--- src/bsc_fifo.sv ---
// Purpose : Shared constants and types for the boundary-scan cell chain, plus its snapshot FIFO.
// Assumes : Single clock domain for the FIFO; synchronous active-high reset.
// Notes   : FIFO read data come out of a register; full and empty are honest.
`default_nettype none

package bsc_pkg;
   // ----------------------------------------------------------------
   // Cell layout
   // ----------------------------------------------------------------
   localparam int BSC_CELL_BITS = 3;
   localparam int BSC_POS_OUT   = 0;       // Output value bit within a cell
   localparam int BSC_POS_OE    = 1;       // Output enable bit, active low
   localparam int BSC_POS_IN    = 2;       // Input value bit

   // Update stage reset value: pad released (enable bit high), data low
   localparam logic [2:0] BSC_UPD_RESET = 3'h2;

   // ----------------------------------------------------------------
   // Instruction register
   // ----------------------------------------------------------------
   localparam int          BSC_IR_W        = 10;
   localparam logic [9:0]  BSC_IR_RESET    = 10'h3FF;   // Bypass after test-logic reset
   localparam logic [9:0]  BSC_IR_CAPTURE  = 10'h001;   // Shifts out 1 then 0 first
   localparam logic [9:0]  BSC_EXTEST_DFLT = 10'h00F;   // Arbitrary value, set per part
   localparam logic [9:0]  BSC_SAMPLE_DFLT = 10'h005;   // Arbitrary value, set per part

   // Snapshot buffer depth
   localparam int BSC_SNAP_DEPTH = 16;

   // Pin kinds that a cell may sit on
   typedef enum logic [2:0] {
      BSC_PIN_USER_IO  = 3'h0,
      BSC_PIN_CLK_IN   = 3'h1,
      BSC_PIN_DED_IN   = 3'h2,
      BSC_PIN_OD_BIDIR = 3'h3,
      BSC_PIN_PP_BIDIR = 3'h4,
      BSC_PIN_DED_OUT  = 3'h5
   } bsc_pin_type_t;

   // TAP controller states
   typedef enum logic [3:0] {
      BSC_TAP_TLR      = 4'h0,
      BSC_TAP_RTI      = 4'h1,
      BSC_TAP_SEL_DR   = 4'h2,
      BSC_TAP_CAP_DR   = 4'h3,
      BSC_TAP_SH_DR    = 4'h4,
      BSC_TAP_EX1_DR   = 4'h5,
      BSC_TAP_PAU_DR   = 4'h6,
      BSC_TAP_EX2_DR   = 4'h7,
      BSC_TAP_UPD_DR   = 4'h8,
      BSC_TAP_SEL_IR   = 4'h9,
      BSC_TAP_CAP_IR   = 4'hA,
      BSC_TAP_SH_IR    = 4'hB,
      BSC_TAP_EX1_IR   = 4'hC,
      BSC_TAP_PAU_IR   = 4'hD,
      BSC_TAP_EX2_IR   = 4'hE,
      BSC_TAP_UPD_IR   = 4'hF
   } bsc_tap_state_t;

   // Three bits of one cell, matching the field positions above
   typedef struct packed {
      logic in_val;
      logic oe_n;
      logic out_val;
   } bsc_cell_bits_t;
endpackage

// ----------------------------------------------------------------
// Snapshot FIFO
// ----------------------------------------------------------------
module bsc_fifo #(
   parameter int WIDTH = 8,
   parameter int DEPTH = 16
) (
   input  wire logic             clk,
   input  wire logic             reset,
   input  wire logic             in_valid,
   input  wire logic [WIDTH-1:0] in_data,
   output logic                  in_ready,
   output logic                  out_valid,
   output logic      [WIDTH-1:0] out_data,
   input  wire logic             out_ready
);
   import bsc_pkg::*;

   localparam int AW = (DEPTH > 1) ? $clog2(DEPTH) : 1;
   localparam logic [AW:0]   FULL_CNT = AW'(0) + (AW+1)'(DEPTH);
   localparam logic [AW-1:0] LAST_PTR = AW'(DEPTH - 1);

   logic [WIDTH-1:0] mem_r [DEPTH];
   logic [AW-1:0]    wr_ptr_r;
   logic [AW-1:0]    rd_ptr_r;
   logic [AW:0]      count_r;
   logic             out_valid_r;
   logic [WIDTH-1:0] out_data_r;
   wire              push;
   wire              pop;

   // Refill the output register whenever it is empty or being drained
   assign in_ready  = (count_r != FULL_CNT);
   assign push      = in_valid & in_ready;
   assign pop       = (count_r != '0) & (~out_valid_r | out_ready);
   assign out_valid = out_valid_r;
   assign out_data  = out_data_r;

   // Storage array, no reset needed
   always_ff @(posedge clk) begin
      if (push) begin
         mem_r[wr_ptr_r] <= in_data;
      end
   end

   // Pointers, fill count and registered read data
   always_ff @(posedge clk) begin
      if (reset) begin
         wr_ptr_r    <= '0;
         rd_ptr_r    <= '0;
         count_r     <= '0;
         out_valid_r <= 1'h0;
         out_data_r  <= '0;
      end else begin
         if (push) begin
            wr_ptr_r <= (wr_ptr_r == LAST_PTR) ? '0 : wr_ptr_r + 1'h1;
         end
         if (pop) begin
            rd_ptr_r   <= (rd_ptr_r == LAST_PTR) ? '0 : rd_ptr_r + 1'h1;
            out_data_r <= mem_r[rd_ptr_r];
         end
         count_r <= count_r + (AW+1)'(push) - (AW+1)'(pop);
         if (pop) begin
            out_valid_r <= 1'h1;
         end else if (out_ready) begin
            out_valid_r <= 1'h0;
         end
      end
   end
endmodule

`default_nettype wire

--- src/bsc_chain.sv ---
// Functional notes
// - Each cell holds output, enable and input bits, each with a capture stage; only user I/O cells add an update stage.
// - Capture stages sample core output, core enable and pad input.
// - Update stages drive pad output and enable while override is active.
// - Shift, capture and update strobes come from the internal TAP state only.
// - Override select is decoded from the current instruction register.
// - Scan data moves cell to cell, from TDI through the chain to TDO.
// - JTAG, supply and reference pins carry no cell and stay out of the chain.
// - Clock input cell captures 0, 1, pad; no update; pad feeds clock net.
// - Dedicated input cell captures 0, 1, pad; no update; pad feeds control logic.
// - Open-drain bidirectional cell captures 0, core enable, pad; no update.
// - Push-pull bidirectional cell captures core out, enable, pad; core drives buffer.
// - Dedicated output cell captures core out, 0, 0; no update.
// - The register is one long serial path of three-bit cells on user and dedicated pad pins.
// - In external test an update enable of 0 drives the update value out.
//
// Purpose : Boundary-scan cell chain with its own TAP tracker, sampled on the system clock.
// Assumes : TCK is far slower than clk (at least four clk periods per TCK half period).
// Notes   : Every capture pushes a snapshot word into a FIFO; a full FIFO drops it.
`default_nettype none

module bsc_chain #(
   parameter int                       NUM_CELLS   = 8,
   parameter logic [3*NUM_CELLS-1:0]   CELL_TYPES  = '0,
   parameter logic [bsc_pkg::BSC_IR_W-1:0] EXTEST_CODE = bsc_pkg::BSC_EXTEST_DFLT,
   parameter logic [bsc_pkg::BSC_IR_W-1:0] SAMPLE_CODE = bsc_pkg::BSC_SAMPLE_DFLT,
   parameter int                       SNAP_DEPTH  = bsc_pkg::BSC_SNAP_DEPTH
) (
   input  wire logic                                     clk,
   input  wire logic                                     reset,
   input  wire logic                                     tck,
   input  wire logic                                     tms,
   input  wire logic                                     tdi,
   output logic                                          tdo,
   output logic                                          tdo_oe,
   input  wire logic [NUM_CELLS-1:0]                     pad_in,
   output logic      [NUM_CELLS-1:0]                     pad_out,
   output logic      [NUM_CELLS-1:0]                     pad_oe,
   input  wire logic [NUM_CELLS-1:0]                     core_output_value,
   input  wire logic [NUM_CELLS-1:0]                     core_output_enable_n,
   output logic      [NUM_CELLS-1:0]                     core_input_value,
   output logic                                          snap_valid,
   output bsc_pkg::bsc_cell_bits_t [NUM_CELLS-1:0]       snap_data,
   input  wire logic                                     snap_ready,
   output logic                                          snap_space
);
   import bsc_pkg::*;

   localparam int L = BSC_CELL_BITS * NUM_CELLS;

   // ----------------------------------------------------------------
   // Pin synchronisers and TCK edge detection
   // ----------------------------------------------------------------
   logic [2:0]           jtag_s1_r;
   logic [2:0]           jtag_s2_r;
   logic                 tck_d_r;
   logic [NUM_CELLS-1:0] pad_s1_r;
   logic [NUM_CELLS-1:0] pad_s2_r;
   wire                  tck_s;
   wire                  tms_s;
   wire                  tdi_s;
   wire                  tck_rise;
   wire                  tck_fall;

   // Two flops on every pin before any logic looks at it
   always_ff @(posedge clk) begin
      if (reset) begin
         jtag_s1_r <= 3'h0;
         jtag_s2_r <= 3'h0;
         tck_d_r   <= 1'h0;
         pad_s1_r  <= '0;
         pad_s2_r  <= '0;
      end else begin
         jtag_s1_r <= {tck, tms, tdi};
         jtag_s2_r <= jtag_s1_r;
         tck_d_r   <= tck_s;
         pad_s1_r  <= pad_in;
         pad_s2_r  <= pad_s1_r;
      end
   end

   // TMS and TDI share the TCK delay, so they are valid at the detected edge
   assign tck_s    = jtag_s2_r[2];
   assign tms_s    = jtag_s2_r[1];
   assign tdi_s    = jtag_s2_r[0];
   assign tck_rise = tck_s & ~tck_d_r;
   assign tck_fall = ~tck_s & tck_d_r;

   // ----------------------------------------------------------------
   // TAP state tracker
   // ----------------------------------------------------------------
   bsc_tap_state_t tap_r;
   bsc_tap_state_t tap_nxt;

   // Standard sixteen-state walk steered by TMS
   always_comb begin
      unique case (tap_r)
         BSC_TAP_TLR:    tap_nxt = tms_s ? BSC_TAP_TLR    : BSC_TAP_RTI;
         BSC_TAP_RTI:    tap_nxt = tms_s ? BSC_TAP_SEL_DR : BSC_TAP_RTI;
         BSC_TAP_SEL_DR: tap_nxt = tms_s ? BSC_TAP_SEL_IR : BSC_TAP_CAP_DR;
         BSC_TAP_CAP_DR: tap_nxt = tms_s ? BSC_TAP_EX1_DR : BSC_TAP_SH_DR;
         BSC_TAP_SH_DR:  tap_nxt = tms_s ? BSC_TAP_EX1_DR : BSC_TAP_SH_DR;
         BSC_TAP_EX1_DR: tap_nxt = tms_s ? BSC_TAP_UPD_DR : BSC_TAP_PAU_DR;
         BSC_TAP_PAU_DR: tap_nxt = tms_s ? BSC_TAP_EX2_DR : BSC_TAP_PAU_DR;
         BSC_TAP_EX2_DR: tap_nxt = tms_s ? BSC_TAP_UPD_DR : BSC_TAP_SH_DR;
         BSC_TAP_UPD_DR: tap_nxt = tms_s ? BSC_TAP_SEL_DR : BSC_TAP_RTI;
         BSC_TAP_SEL_IR: tap_nxt = tms_s ? BSC_TAP_TLR    : BSC_TAP_CAP_IR;
         BSC_TAP_CAP_IR: tap_nxt = tms_s ? BSC_TAP_EX1_IR : BSC_TAP_SH_IR;
         BSC_TAP_SH_IR:  tap_nxt = tms_s ? BSC_TAP_EX1_IR : BSC_TAP_SH_IR;
         BSC_TAP_EX1_IR: tap_nxt = tms_s ? BSC_TAP_UPD_IR : BSC_TAP_PAU_IR;
         BSC_TAP_PAU_IR: tap_nxt = tms_s ? BSC_TAP_EX2_IR : BSC_TAP_PAU_IR;
         BSC_TAP_EX2_IR: tap_nxt = tms_s ? BSC_TAP_UPD_IR : BSC_TAP_SH_IR;
         BSC_TAP_UPD_IR: tap_nxt = tms_s ? BSC_TAP_SEL_DR : BSC_TAP_RTI;
      endcase
   end

   // State moves only on a detected TCK rise
   always_ff @(posedge clk) begin
      if (reset) begin
         tap_r <= BSC_TAP_TLR;
      end else if (tck_rise) begin
         tap_r <= tap_nxt;
      end
   end

   // ----------------------------------------------------------------
   // Instruction register and override decode
   // ----------------------------------------------------------------
   logic [BSC_IR_W-1:0] ir_shift_r;
   logic [BSC_IR_W-1:0] ir_active_r;
   logic                mode_r;
   wire                 bsr_sel;

   // Both sample and external test route the data register to the cells
   assign bsr_sel = (ir_active_r == EXTEST_CODE) | (ir_active_r == SAMPLE_CODE);

   // Shift on rise, take effect on the falling edge in update
   always_ff @(posedge clk) begin
      if (reset) begin
         ir_shift_r  <= BSC_IR_RESET;
         ir_active_r <= BSC_IR_RESET;
         mode_r      <= 1'h0;
      end else begin
         if (tck_rise && tap_r == BSC_TAP_CAP_IR) begin
            ir_shift_r <= BSC_IR_CAPTURE;
         end else if (tck_rise && tap_r == BSC_TAP_SH_IR) begin
            ir_shift_r <= {tdi_s, ir_shift_r[BSC_IR_W-1:1]};
         end
         if (tap_r == BSC_TAP_TLR) begin
            ir_active_r <= BSC_IR_RESET;
         end else if (tck_fall && tap_r == BSC_TAP_UPD_IR) begin
            ir_active_r <= ir_shift_r;
         end
         mode_r <= (ir_active_r == EXTEST_CODE);
      end
   end

   // ----------------------------------------------------------------
   // Capture and shift path
   // ----------------------------------------------------------------
   // Only pad cells are in this path; JTAG, supply and reference pins have none
   bsc_cell_bits_t [NUM_CELLS-1:0] cap_vec;
   logic [L-1:0]                   chain_r;
   logic                           bypass_r;
   logic                           tdo_r;
   logic                           tdo_oe_r;
   wire                            cap_ev;
   wire                            shift_ev;
   wire                            upd_ev;

   // Strobes are decoded here and never come from a pin
   assign cap_ev   = tck_rise & (tap_r == BSC_TAP_CAP_DR) & bsr_sel;
   assign shift_ev = tck_rise & (tap_r == BSC_TAP_SH_DR) & bsr_sel;
   assign upd_ev   = tck_fall & (tap_r == BSC_TAP_UPD_DR) & bsr_sel;

   // Cell 0 sits next to TDO; TDI enters the top cell
   always_ff @(posedge clk) begin
      if (reset) begin
         chain_r  <= '0;
         bypass_r <= 1'h0;
      end else begin
         if (cap_ev) begin
            chain_r <= cap_vec;
         end else if (shift_ev) begin
            chain_r <= {tdi_s, chain_r[L-1:1]};
         end
         if (tck_rise && tap_r == BSC_TAP_CAP_DR) begin
            bypass_r <= 1'h0;
         end else if (tck_rise && tap_r == BSC_TAP_SH_DR) begin
            bypass_r <= tdi_s;
         end
      end
   end

   // TDO changes on the falling edge and is enabled only while shifting
   always_ff @(posedge clk) begin
      if (reset) begin
         tdo_r    <= 1'h0;
         tdo_oe_r <= 1'h0;
      end else if (tck_fall) begin
         tdo_oe_r <= (tap_r == BSC_TAP_SH_DR) | (tap_r == BSC_TAP_SH_IR);
         if (tap_r == BSC_TAP_SH_IR) begin
            tdo_r <= ir_shift_r[0];
         end else if (tap_r == BSC_TAP_SH_DR) begin
            tdo_r <= bsr_sel ? chain_r[0] : bypass_r;
         end
      end
   end

   assign tdo    = tdo_r;
   assign tdo_oe = tdo_oe_r;

   // ----------------------------------------------------------------
   // Per-cell wiring by pin kind
   // ----------------------------------------------------------------
   logic [NUM_CELLS-1:0] pad_out_nxt;
   logic [NUM_CELLS-1:0] pad_oe_nxt;
   logic [NUM_CELLS-1:0] cin_nxt;
   logic [NUM_CELLS-1:0] pad_out_r;
   logic [NUM_CELLS-1:0] pad_oe_r;
   logic [NUM_CELLS-1:0] cin_r;

   for (genvar i = 0; i < NUM_CELLS; i++) begin : g_cell
      localparam bsc_pin_type_t T = bsc_pin_type_t'(CELL_TYPES[3*i +: 3]);
      if (T == BSC_PIN_USER_IO) begin : g_user
         logic [2:0] upd_r;

         // Update stage holds except on the falling edge in update
         always_ff @(posedge clk) begin
            if (reset) begin
               upd_r <= BSC_UPD_RESET;
            end else if (upd_ev) begin
               upd_r <= chain_r[3*i +: 3];
            end
         end

         // Override picks update data over core data at the pad
         assign cap_vec[i]     = {pad_s2_r[i], core_output_enable_n[i], core_output_value[i]};
         assign pad_out_nxt[i] = mode_r ? upd_r[BSC_POS_OUT] : core_output_value[i];
         assign pad_oe_nxt[i]  = ~(mode_r ? upd_r[BSC_POS_OE] : core_output_enable_n[i]);
         assign cin_nxt[i]     = mode_r ? upd_r[BSC_POS_IN] : pad_s2_r[i];

      end else if (T == BSC_PIN_CLK_IN || T == BSC_PIN_DED_IN) begin : g_in
         // Input-only pin: fixed capture, pad feeds clock net or control logic
         assign cap_vec[i]     = {pad_s2_r[i], 1'h1, 1'h0};
         assign pad_out_nxt[i] = 1'h0;
         assign pad_oe_nxt[i]  = 1'h0;
         assign cin_nxt[i]     = pad_s2_r[i];

      end else if (T == BSC_PIN_OD_BIDIR) begin : g_od
         // Open drain only ever pulls low when the core enables it
         assign cap_vec[i]     = {pad_s2_r[i], core_output_enable_n[i], 1'h0};
         assign pad_out_nxt[i] = 1'h0;
         assign pad_oe_nxt[i]  = ~core_output_enable_n[i];
         assign cin_nxt[i]     = pad_s2_r[i];
      end else if (T == BSC_PIN_PP_BIDIR) begin : g_pp
         // Core value drives the buffer; scan never overrides it
         assign cap_vec[i]     = {pad_s2_r[i], core_output_enable_n[i], core_output_value[i]};
         assign pad_out_nxt[i] = core_output_value[i];
         assign pad_oe_nxt[i]  = ~core_output_enable_n[i];
         assign cin_nxt[i]     = pad_s2_r[i];
      end else begin : g_out
         // Output-only pin: driven except during reset, nothing comes back in
         assign cap_vec[i]     = {1'h0, 1'h0, core_output_value[i]};
         assign pad_out_nxt[i] = core_output_value[i];
         assign pad_oe_nxt[i]  = 1'h1;
         assign cin_nxt[i]     = 1'h0;

      end
   end

   // Registered pad and core-side outputs, one cycle behind the selection
   always_ff @(posedge clk) begin
      if (reset) begin
         pad_out_r <= '0;
         pad_oe_r  <= '0;
         cin_r     <= '0;
      end else begin
         pad_out_r <= pad_out_nxt;
         pad_oe_r  <= pad_oe_nxt;
         cin_r     <= cin_nxt;
      end
   end

   assign pad_out          = pad_out_r;
   assign pad_oe           = pad_oe_r;
   assign core_input_value = cin_r;

   // ----------------------------------------------------------------
   // Snapshot buffer
   // ----------------------------------------------------------------
   // The TAP cannot be stalled, so a capture meeting a full FIFO is lost
   bsc_fifo #(
      .WIDTH (L),
      .DEPTH (SNAP_DEPTH)
   ) u_snap_fifo (
      .clk       (clk),
      .reset     (reset),
      .in_valid  (cap_ev),
      .in_data   (cap_vec),
      .in_ready  (snap_space),
      .out_valid (snap_valid),
      .out_data  (snap_data),
      .out_ready (snap_ready)
   );
endmodule

`default_nettype wire

--- config.mk ---
export PLATFORM = sky130hd
export DESIGN_NAME = bsc_chain
export DESIGN_NICKNAME = d
export VERILOG_FILES = /design/src/bsc_fifo.sv /design/src/bsc_chain.sv
export SDC_FILE = /design/constraint.sdc
export NUM_CORES = 1
export LEC_CHECK = 0
export ABC_AREA = 1
export BUFFER_PORTS_ARGS = -buffer_cell sky130_fd_sc_hd__clkbuf_2
export CAP_MARGIN = 20
export CORE_MARGIN = 4
export CORE_UTILIZATION = 40
export CTS_CLUSTER_SIZE = 30
export DETAILED_ROUTE_END_ITERATION = 6
export GPL_TIMING_DRIVEN = 0
export HOLD_SLACK_MARGIN = 0.1
export PLACE_DENSITY = 0.57
export SYNTH_ARGS = -nofsm -noshare
export SYNTH_HDL_FRONTEND = slang
export SYNTH_SLANG_ARGS = --single-unit
--- constraint.sdc ---
create_clock -name clk -period 3.9 [get_ports clk]
set_input_delay 0.585 -clock clk [delete_from_list [all_inputs] [get_ports clk]]
set_output_delay 0.585 -clock clk [all_outputs]
set_load 0.02 [all_outputs]
==> results.md, run 1 <==
* Total global routing overflow at 0
* Syn Inst Count at 2046
* First-pass GRT wire length at 90500 um
* RSZ-0062 raised after global routing: no
* Share of post-route cells with drive strength above 1 at 12.9%
* Required time of the critical path at 4400 ps
* Portion of the post-synthesis area used by sequential elements at 68.1%
* Via count of the first global-routing pass at 14800
* Initial standard-cell utilization of the core at 40.3%
* Count of buffers from port buffering at 80
* Number of placement rows at 85
* Count of placed standard cells including taps at 2827
* Hold path cells at 3
* CTS H-tree depth at 2
* P&R area growth vs syn at 15.4%
* Remaining DRCs at 0
* Filler cells at 5018
* Path type of the worst min-delay path: input port to flip-flop
* Cell types occupying the most area after synthesis: edfxtp_1, dfxtp_1, nor2_1
* Worst-case headroom to the max-slew limit at 25.9%
* Setup Buffers After CTS at 0
* Worst-Skew Late Latency at 620 ps
* Ports at 82
* Number of nets in the layout at 2234
* Max Transition Viols Final at 0
* Critical Setup Path Class: flip-flop to flip-flop
* Total die area at 57900 um2
* Post-detailed-placement cell area at 23100 um2
* Final Non-Filler Cells at 2936
* Sinks on the clock net at 545
* Die Wd at 241 um
* Worst EP arrival at 3850 ps
* Area of the multi-input gates at 6080 um2
* TritonCTS clock tree: yes
* Synth warnings at 0
* Post-synthesis register bit count at 545
* Sequential cell fraction of total power at 42.3%
* Average cell area after synthesis at 10.6 um2
* Hold Buf Count CTS at 0
* Iter 0 DRT Violations at 1332
* Critical path endpoint category: flip-flop
* Worst-path maximum fanout at 10
* Switching pwr at 5.02 mW
* Post-synthesis instance area at 21700 um2
* Period minus WS final at 3350 ps
* Initial antenna violation count at 0
* Number of max-capacitance violations reported at 0
* Overall fraction of global-route tracks in use at 20.6%
* Area share of the largest cell type after synthesis at 53.3%
* Maximum clock skew at final layout at 20.0 ps
* Count of final setup violators at 0
* Count of inserted antenna diode cells at 0
* Count of TritonRoute iterations in the first routing pass at 6
* Detailed Place HPWL at 40400 um
* Wirelength, routed at 59900 um
* VDD IR max at 0.395 mV
* Total core area at 53700 um2
* Worst-case setup margin in the final layout at 550 ps
* Number of buffers added by the clock tree synthesis step at 59
* Number of vias per cell at 5.21
* Cell with the most instances after synthesis: edfxtp_1
* Commonest cells in the synthesized netlist: edfxtp_1, nor2_1, nand2_1
* Fraction of power spent switching nets at 32.3%
* CTS root buf: clkbuf_16
* Maximum number of pins on one net before global-route repair at 25
* Clock network power share at 35.2%
* Status: finished clean
* Area taken by flip-flops and latches at 14800 um2
* Number of buffers between clock root and the deepest sink at 3
* Clock-pin transition on the worst setup and hold timing paths at 60 ps
* Number of resized instances in the post-cts repair step at 0
* Distinct cells, synth at 36
* Total count of hold-check failures in the final report at 0
* Proportion of power drawn by combinational gates at 22.5%
* Hold WS at 163 ps
* Most common flop cell mapped by yosys: edfxtp_1
* Fraction of registers with async set/reset at 0%
* Die height at 241 um
* Power density over the cells at 622 nW/um2
* Leading area contributor after synthesis: edfxtp_1
* Final cycle utilization of the critical path at 85.9%
* Leakage power total at 9.09 nW
* Internal Pwr Total at 10.5 mW
* Maximum clock rate at 299 MHz
* Post-DRT Antenna Nets at 0
* Global placement routability congestion at 0.840
* Via total after detailed routing at 15300
* Worst Max-Slew Pin Slew at 1110 ps
* Cells on worst reg2reg path at 16
* Synthesized netlist net count at 2088
* Wire per inst at 20.4 um
* Setup slack after placement at 594 ps
* Number of flops mapped to enable cells by yosys at 384
* Sort of element at the start of the critical path: flip-flop
* Finished Cell Area at 25000 um2
## cell families (layout without fill, tap and decap cells)
| logic type | count (synthesis) | count (layout) | share of synthesized area [%] |
|---|---|---|---|
| fa+ha+maj | 12 | 12 | 0.728 |
| xor+xnor | 4 | 4 | 0.197 |
| flops | 545 | 545 | 68.1 |
| buf+inv | 211 | 405 | 4.21 |
| simple gates | 883 | 883 | 17.1 |
| compound gates | 391 | 391 | 9.64 |
## state kept, by name (all words and copies together) (netlist names), 4 cells and up
signal                cells
u_snap_fifo.mem_r       384
u_snap_fifo.out_data     24
chain_r                  24
tap_r                     4
u_snap_fifo.wr_ptr_r      4
core_input_value          8
pad_oe                    8
pad_out                   8
ir_shift_r               10
g_cell.g_user.upd_r      24
u_snap_fifo.rd_ptr_r      4
u_snap_fifo.count_r       5
ir_active_r              10
pad_s1_r                  8
pad_s2_r                  8
## placed cells by master (no fill, tap or decap), drive strengths merged
master and n:
xnor2 2, nor3 2, clkinv 20, inv 89
nand3 149, dfxtp 161, clkbuf 231, o211ai 45
o21ai 237, clkinvlp 3, nand4 2, nor2 409
xor2 2, nand2 320, a31oi 1, a21oi 106
buf 59, a211oi 2, ha 11, bufinv 3
nand3b 1, edfxtp 384, fa 1
## layout make-up
| cell class | count | area share (%) |
|---|---|---|
| well taps | 696 | 3.48 |
| plain buffers | 117 | 2.23 |
| repair buffers | 85 | 1.90 |
| clock buffers | 88 | 6.79 |
| inverters | 94 | 1.42 |
| clock inverters | 21 | 0.811 |
| multi-input cells | 1290 | 24.3 |
| flip-flops and latches | 545 | 59.0 |
## final timing paths
kind	slack (ps)	end	from
max	550	u_snap_fifo.count_r[4]	u_snap_fifo.count_r[2]
min	160	jtag_s1_r[0]	tdi
max reg2reg	550	u_snap_fifo.count_r[4]	u_snap_fifo.count_r[2]
min reg2reg	400	pad_s2_r[0]	pad_s1_r[0]
## critical path: stages, from the launching register on
cell and delay, ps:
dfxtp_1 310, inv_1 80, ha_1 150, nand2_1 50
nor2_1 130, nand2_1 70, nand2_1 270, clkinv_1 310
clkbuf_1 380, ha_1 400, inv_1 40, ha_1 210
fa_1 440, nand3_1 100, nand2_1 70, o21ai_0 150
a21oi_1 50
## metal layers
layer  vias up  wire, um  global-route usage, %
li1       7314         -                      -
met4         0      1470                   6.12
met1      7466     26500                   28.7
met5         -         0                      0
met3        86      3640                   3.04
met2       423     28400                   33.7
## power groups by stage
stage / Combinational [mW] / Clock (mW) / Sequential [mW]
floorplan: 2.00 / 0 / 6.76
global placement: 3.46 / 0 / 6.69
detailed placement: 3.50 / 0 / 6.69
global route: 3.87 / 5.82 / 6.59
finish: 3.49 / 5.48 / 6.58
CTS: 3.52 / 5.57 / 6.57
## stage by stage
step | TNS [ps] | utilization [%] | power (mW)
6_report | 0 | 46.5 | 15.6
5_1_grt | 0 | 46.5 | 16.3
4_1_cts | 0 | 46.5 | 15.7
3_5_place_dp | 0 | 43.0 | 10.2
3_3_place_gp | -7800 | 42.7 | 10.1
2_1_floorplan | 0 | - | 8.76
No activity file was read; power rests on OpenSTA's default activity.
==> inputs of run 2 (changes only) <==
--- a/config.mk
+++ b/config.mk
@@ -8,2 +8,3 @@
 export ABC_AREA = 1
+export ABC_CLOCK_PERIOD_IN_PS = 3900
 export BUFFER_PORTS_ARGS = -buffer_cell sky130_fd_sc_hd__clkbuf_2
==> constraint.sdc (replaced) <==
create_clock -name clk -period 3.9 [get_ports clk]
set_input_delay 0.195 -clock clk [delete_from_list [all_inputs] [get_ports clk]]
set_output_delay 0.195 -clock clk [all_outputs]
set_load 0.02 [all_outputs]
==> run 2 against run 1 <==
Register-to-register slack worse by 30 ps. Via count increased by 0.53%. Sequential cell count did not move. Hold slack lost 26 ps. Total power hardly changed. Critical path depth did not move. Global-route usage increased by 0.086 points. Clock skew is 0.64 ps higher. Sequential power about the same. Clock power hardly changed. Sequential share of layout area is 0.61 points lower. Highest routed layer unchanged. Worst setup slack worse by 28 ps.
==> results.md, run 2 (synthesis gave the netlist of run 1 again) <==
* Final Non-Filler Cells at 2962
* Total core area at 53700 um2
* Sort of element at the start of the critical path: flip-flop
* Total global routing overflow at 0
* Total power after layout at 15.6 mW
* Status: finished clean
* Period minus WS final at 3380 ps
* Max Transition Viols Final at 0
* Final cycle utilization of the critical path at 86.6%
* Count of buffers from port buffering at 80
* Global placement routability congestion at 0.840
* Total die area at 57900 um2
* Count of placed standard cells including taps at 2827
* Worst-case headroom to the max-slew limit at 24.2%
* Worst Max-Slew Pin Slew at 1140 ps
* Critical Setup Path Class: flip-flop to flip-flop
* Remaining DRCs at 0
* Wire per inst at 20.3 um
* Path type of the worst min-delay path: input port to flip-flop
* Total count of hold-check failures in the final report at 0
* Longest individual stage delay on the worst path at 440 ps
* TritonCTS clock tree: yes
* First-pass GRT wire length at 90900 um
* Maximum number of pins on one net before global-route repair at 25
* Count of TritonRoute iterations in the first routing pass at 5
* R2R Path Start: u_snap_fifo.count_r[2]
* Count of inserted antenna diode cells at 0
* Via total after detailed routing at 15400
* Slowest CP cell: fa_1
* Die height at 241 um
* Worst Hold End: u_snap_fifo.mem_r[7][16]
* Critical path endpoint category: flip-flop
* Max reg flops at 384
* Initial antenna violation count at 0
* Number of placement rows at 85
* Number of nets in the layout at 2260
* Maximum clock rate at 296 MHz
* Via count of the first global-routing pass at 14900
* Number of buffers added by the clock tree synthesis step at 59
* Iter 0 DRT Violations at 1288
* RSZ-0062 raised after global routing: no
* Die Wd at 241 um
* Finished Cell Area at 25300 um2
* Wirelength, routed at 60000 um
* End-of-flow core utilization at 47.0%
* Largest register by flop count: u_snap_fifo.mem_r
* Number of vias per cell at 5.19
* Initial standard-cell utilization of the core at 40.3%
* Worst-path maximum fanout at 10
* Overall fraction of global-route tracks in use at 20.6%
* Sinks on the clock net at 545
* CTS root buf: clkbuf_16
* Count of final setup violators at 0
* VDD IR max at 0.394 mV
* Share of post-route cells with drive strength above 1 at 12.7%
* Required time of the critical path at 4400 ps
* Most frequent standard cell in the layout excluding fill and tap cells: edfxtp_1
* Leading cell types in the layout, fill and taps excluded: edfxtp_1, nor2_1, nand2_1
* Capturing point of the worst reg2reg path: u_snap_fifo.count_r[4]
* Clock-pin transition on the worst setup and hold timing paths at 60 ps
* P&R area growth vs syn at 16.6%
* Ports at 82
* Register-to-register path setup slack at 520 ps
* Number of max-capacitance violations reported at 0
* Power density over the cells at 616 nW/um2
* Post-DRT Antenna Nets at 0
* CTS H-tree depth at 2
* Detailed Place HPWL at 40400 um
* Hold path cells at 1
* Number of buffers between clock root and the deepest sink at 3
* Maximum clock skew at final layout at 20.7 ps
* Number of resized instances in the post-cts repair step at 0
* Critical Path, Cell by Cell: inv_1, ha_1, nand2_1, nor2_1, nand2_1, nand2_1, clkinv_1, clkbuf_1, ha_1, inv_1, ha_1, fa_1, nand3_1, nand2_1, o21ai_0, a21oi_1
* Post-detailed-placement cell area at 23100 um2
* Filler cells at 4991
* Setup Buffers After CTS at 0
* Hold WS at 137 ps
* Worst min-delay path startpoint: core_output_enable_n[5]
* Worst EP arrival at 3880 ps
* Worst-Skew Late Latency at 620 ps
* CP dominant cell by count: nand2_1
* Leakage power total at 9.20 nW
* Cells on worst reg2reg path at 16
-- run 2: changes by cell type in the layout (fill, tap and decap cells not counted), sizes merged --
cell	previous run	this run
dlygate4sd3	0	26
-- run 2: cell type report --
| class | count | area [um2] | area share, % |
|---|---|---|---|
| flip-flops and latches | 545 | 14800 | 58.4 |
| multi-input cells | 1290 | 6080 | 24.1 |
| clock buffers | 88 | 1700 | 6.72 |
| well taps | 696 | 871 | 3.45 |
| repair buffers | 111 | 736 | 2.91 |
| plain buffers | 117 | 558 | 2.21 |
| inverters | 94 | 354 | 1.40 |
| clock inverters | 21 | 203 | 0.803 |
-- run 2: report_power, final --
group | switching, mW | leakage [nW] | internal, mW
Combinational | 2.53 | 3.49 | 0.981
Clock | 2.28 | 0.915 | 3.20
Sequential | 0.205 | 4.79 | 6.37
-- run 2: through the flow --
stage,TNS [ps],worst slack [ps]
floorplan,0,1180
global placement,-7800,-146
detailed placement,0,594
CTS,0,582
global route,0,232
finish,0,522
-- run 2: repair_timing --
action | in CTS | in global routing
endpoints found under the hold margin | 175 | 0
hold buffers | 26 | 0
endpoints found under the setup margin | 0 | 0
-- run 2: worst max-delay path: cells and delay by family (launching register included) --
kind / cells / cell delay (ps)
and+or+nand+nor: 6 / 700
AOI/OAI and AO/OA: 2 / 200
buffers and inverters: 4 / 830
DFF: 1 / 310
adders and majority gates: 4 / 1200
-- run 2: how the worst max path moves through the flow --
stage / startpoint / end / slack (ps)
floorplan: jtag_s2_r[2] / u_snap_fifo.mem_r[0][0] / 1180
global placement: jtag_s2_r[2] / u_snap_fifo.mem_r[0][8] / -150
detailed placement: u_snap_fifo.count_r[2] / u_snap_fifo.count_r[4] / 590
CTS: u_snap_fifo.count_r[2] / u_snap_fifo.count_r[4] / 580
global route: u_snap_fifo.count_r[3] / u_snap_fifo.count_r[4] / 230
finish: u_snap_fifo.count_r[2] / u_snap_fifo.count_r[4] / 520
-- run 2: routing by layer --
metal,share of wire [%],vias up,global-route usage [%]
met5,0,-,0
met4,2.7,0,6.12
li1,-,7358,-
met3,6.1,96,2.98
met2,47,461,33.9
met1,44,7455,28.8
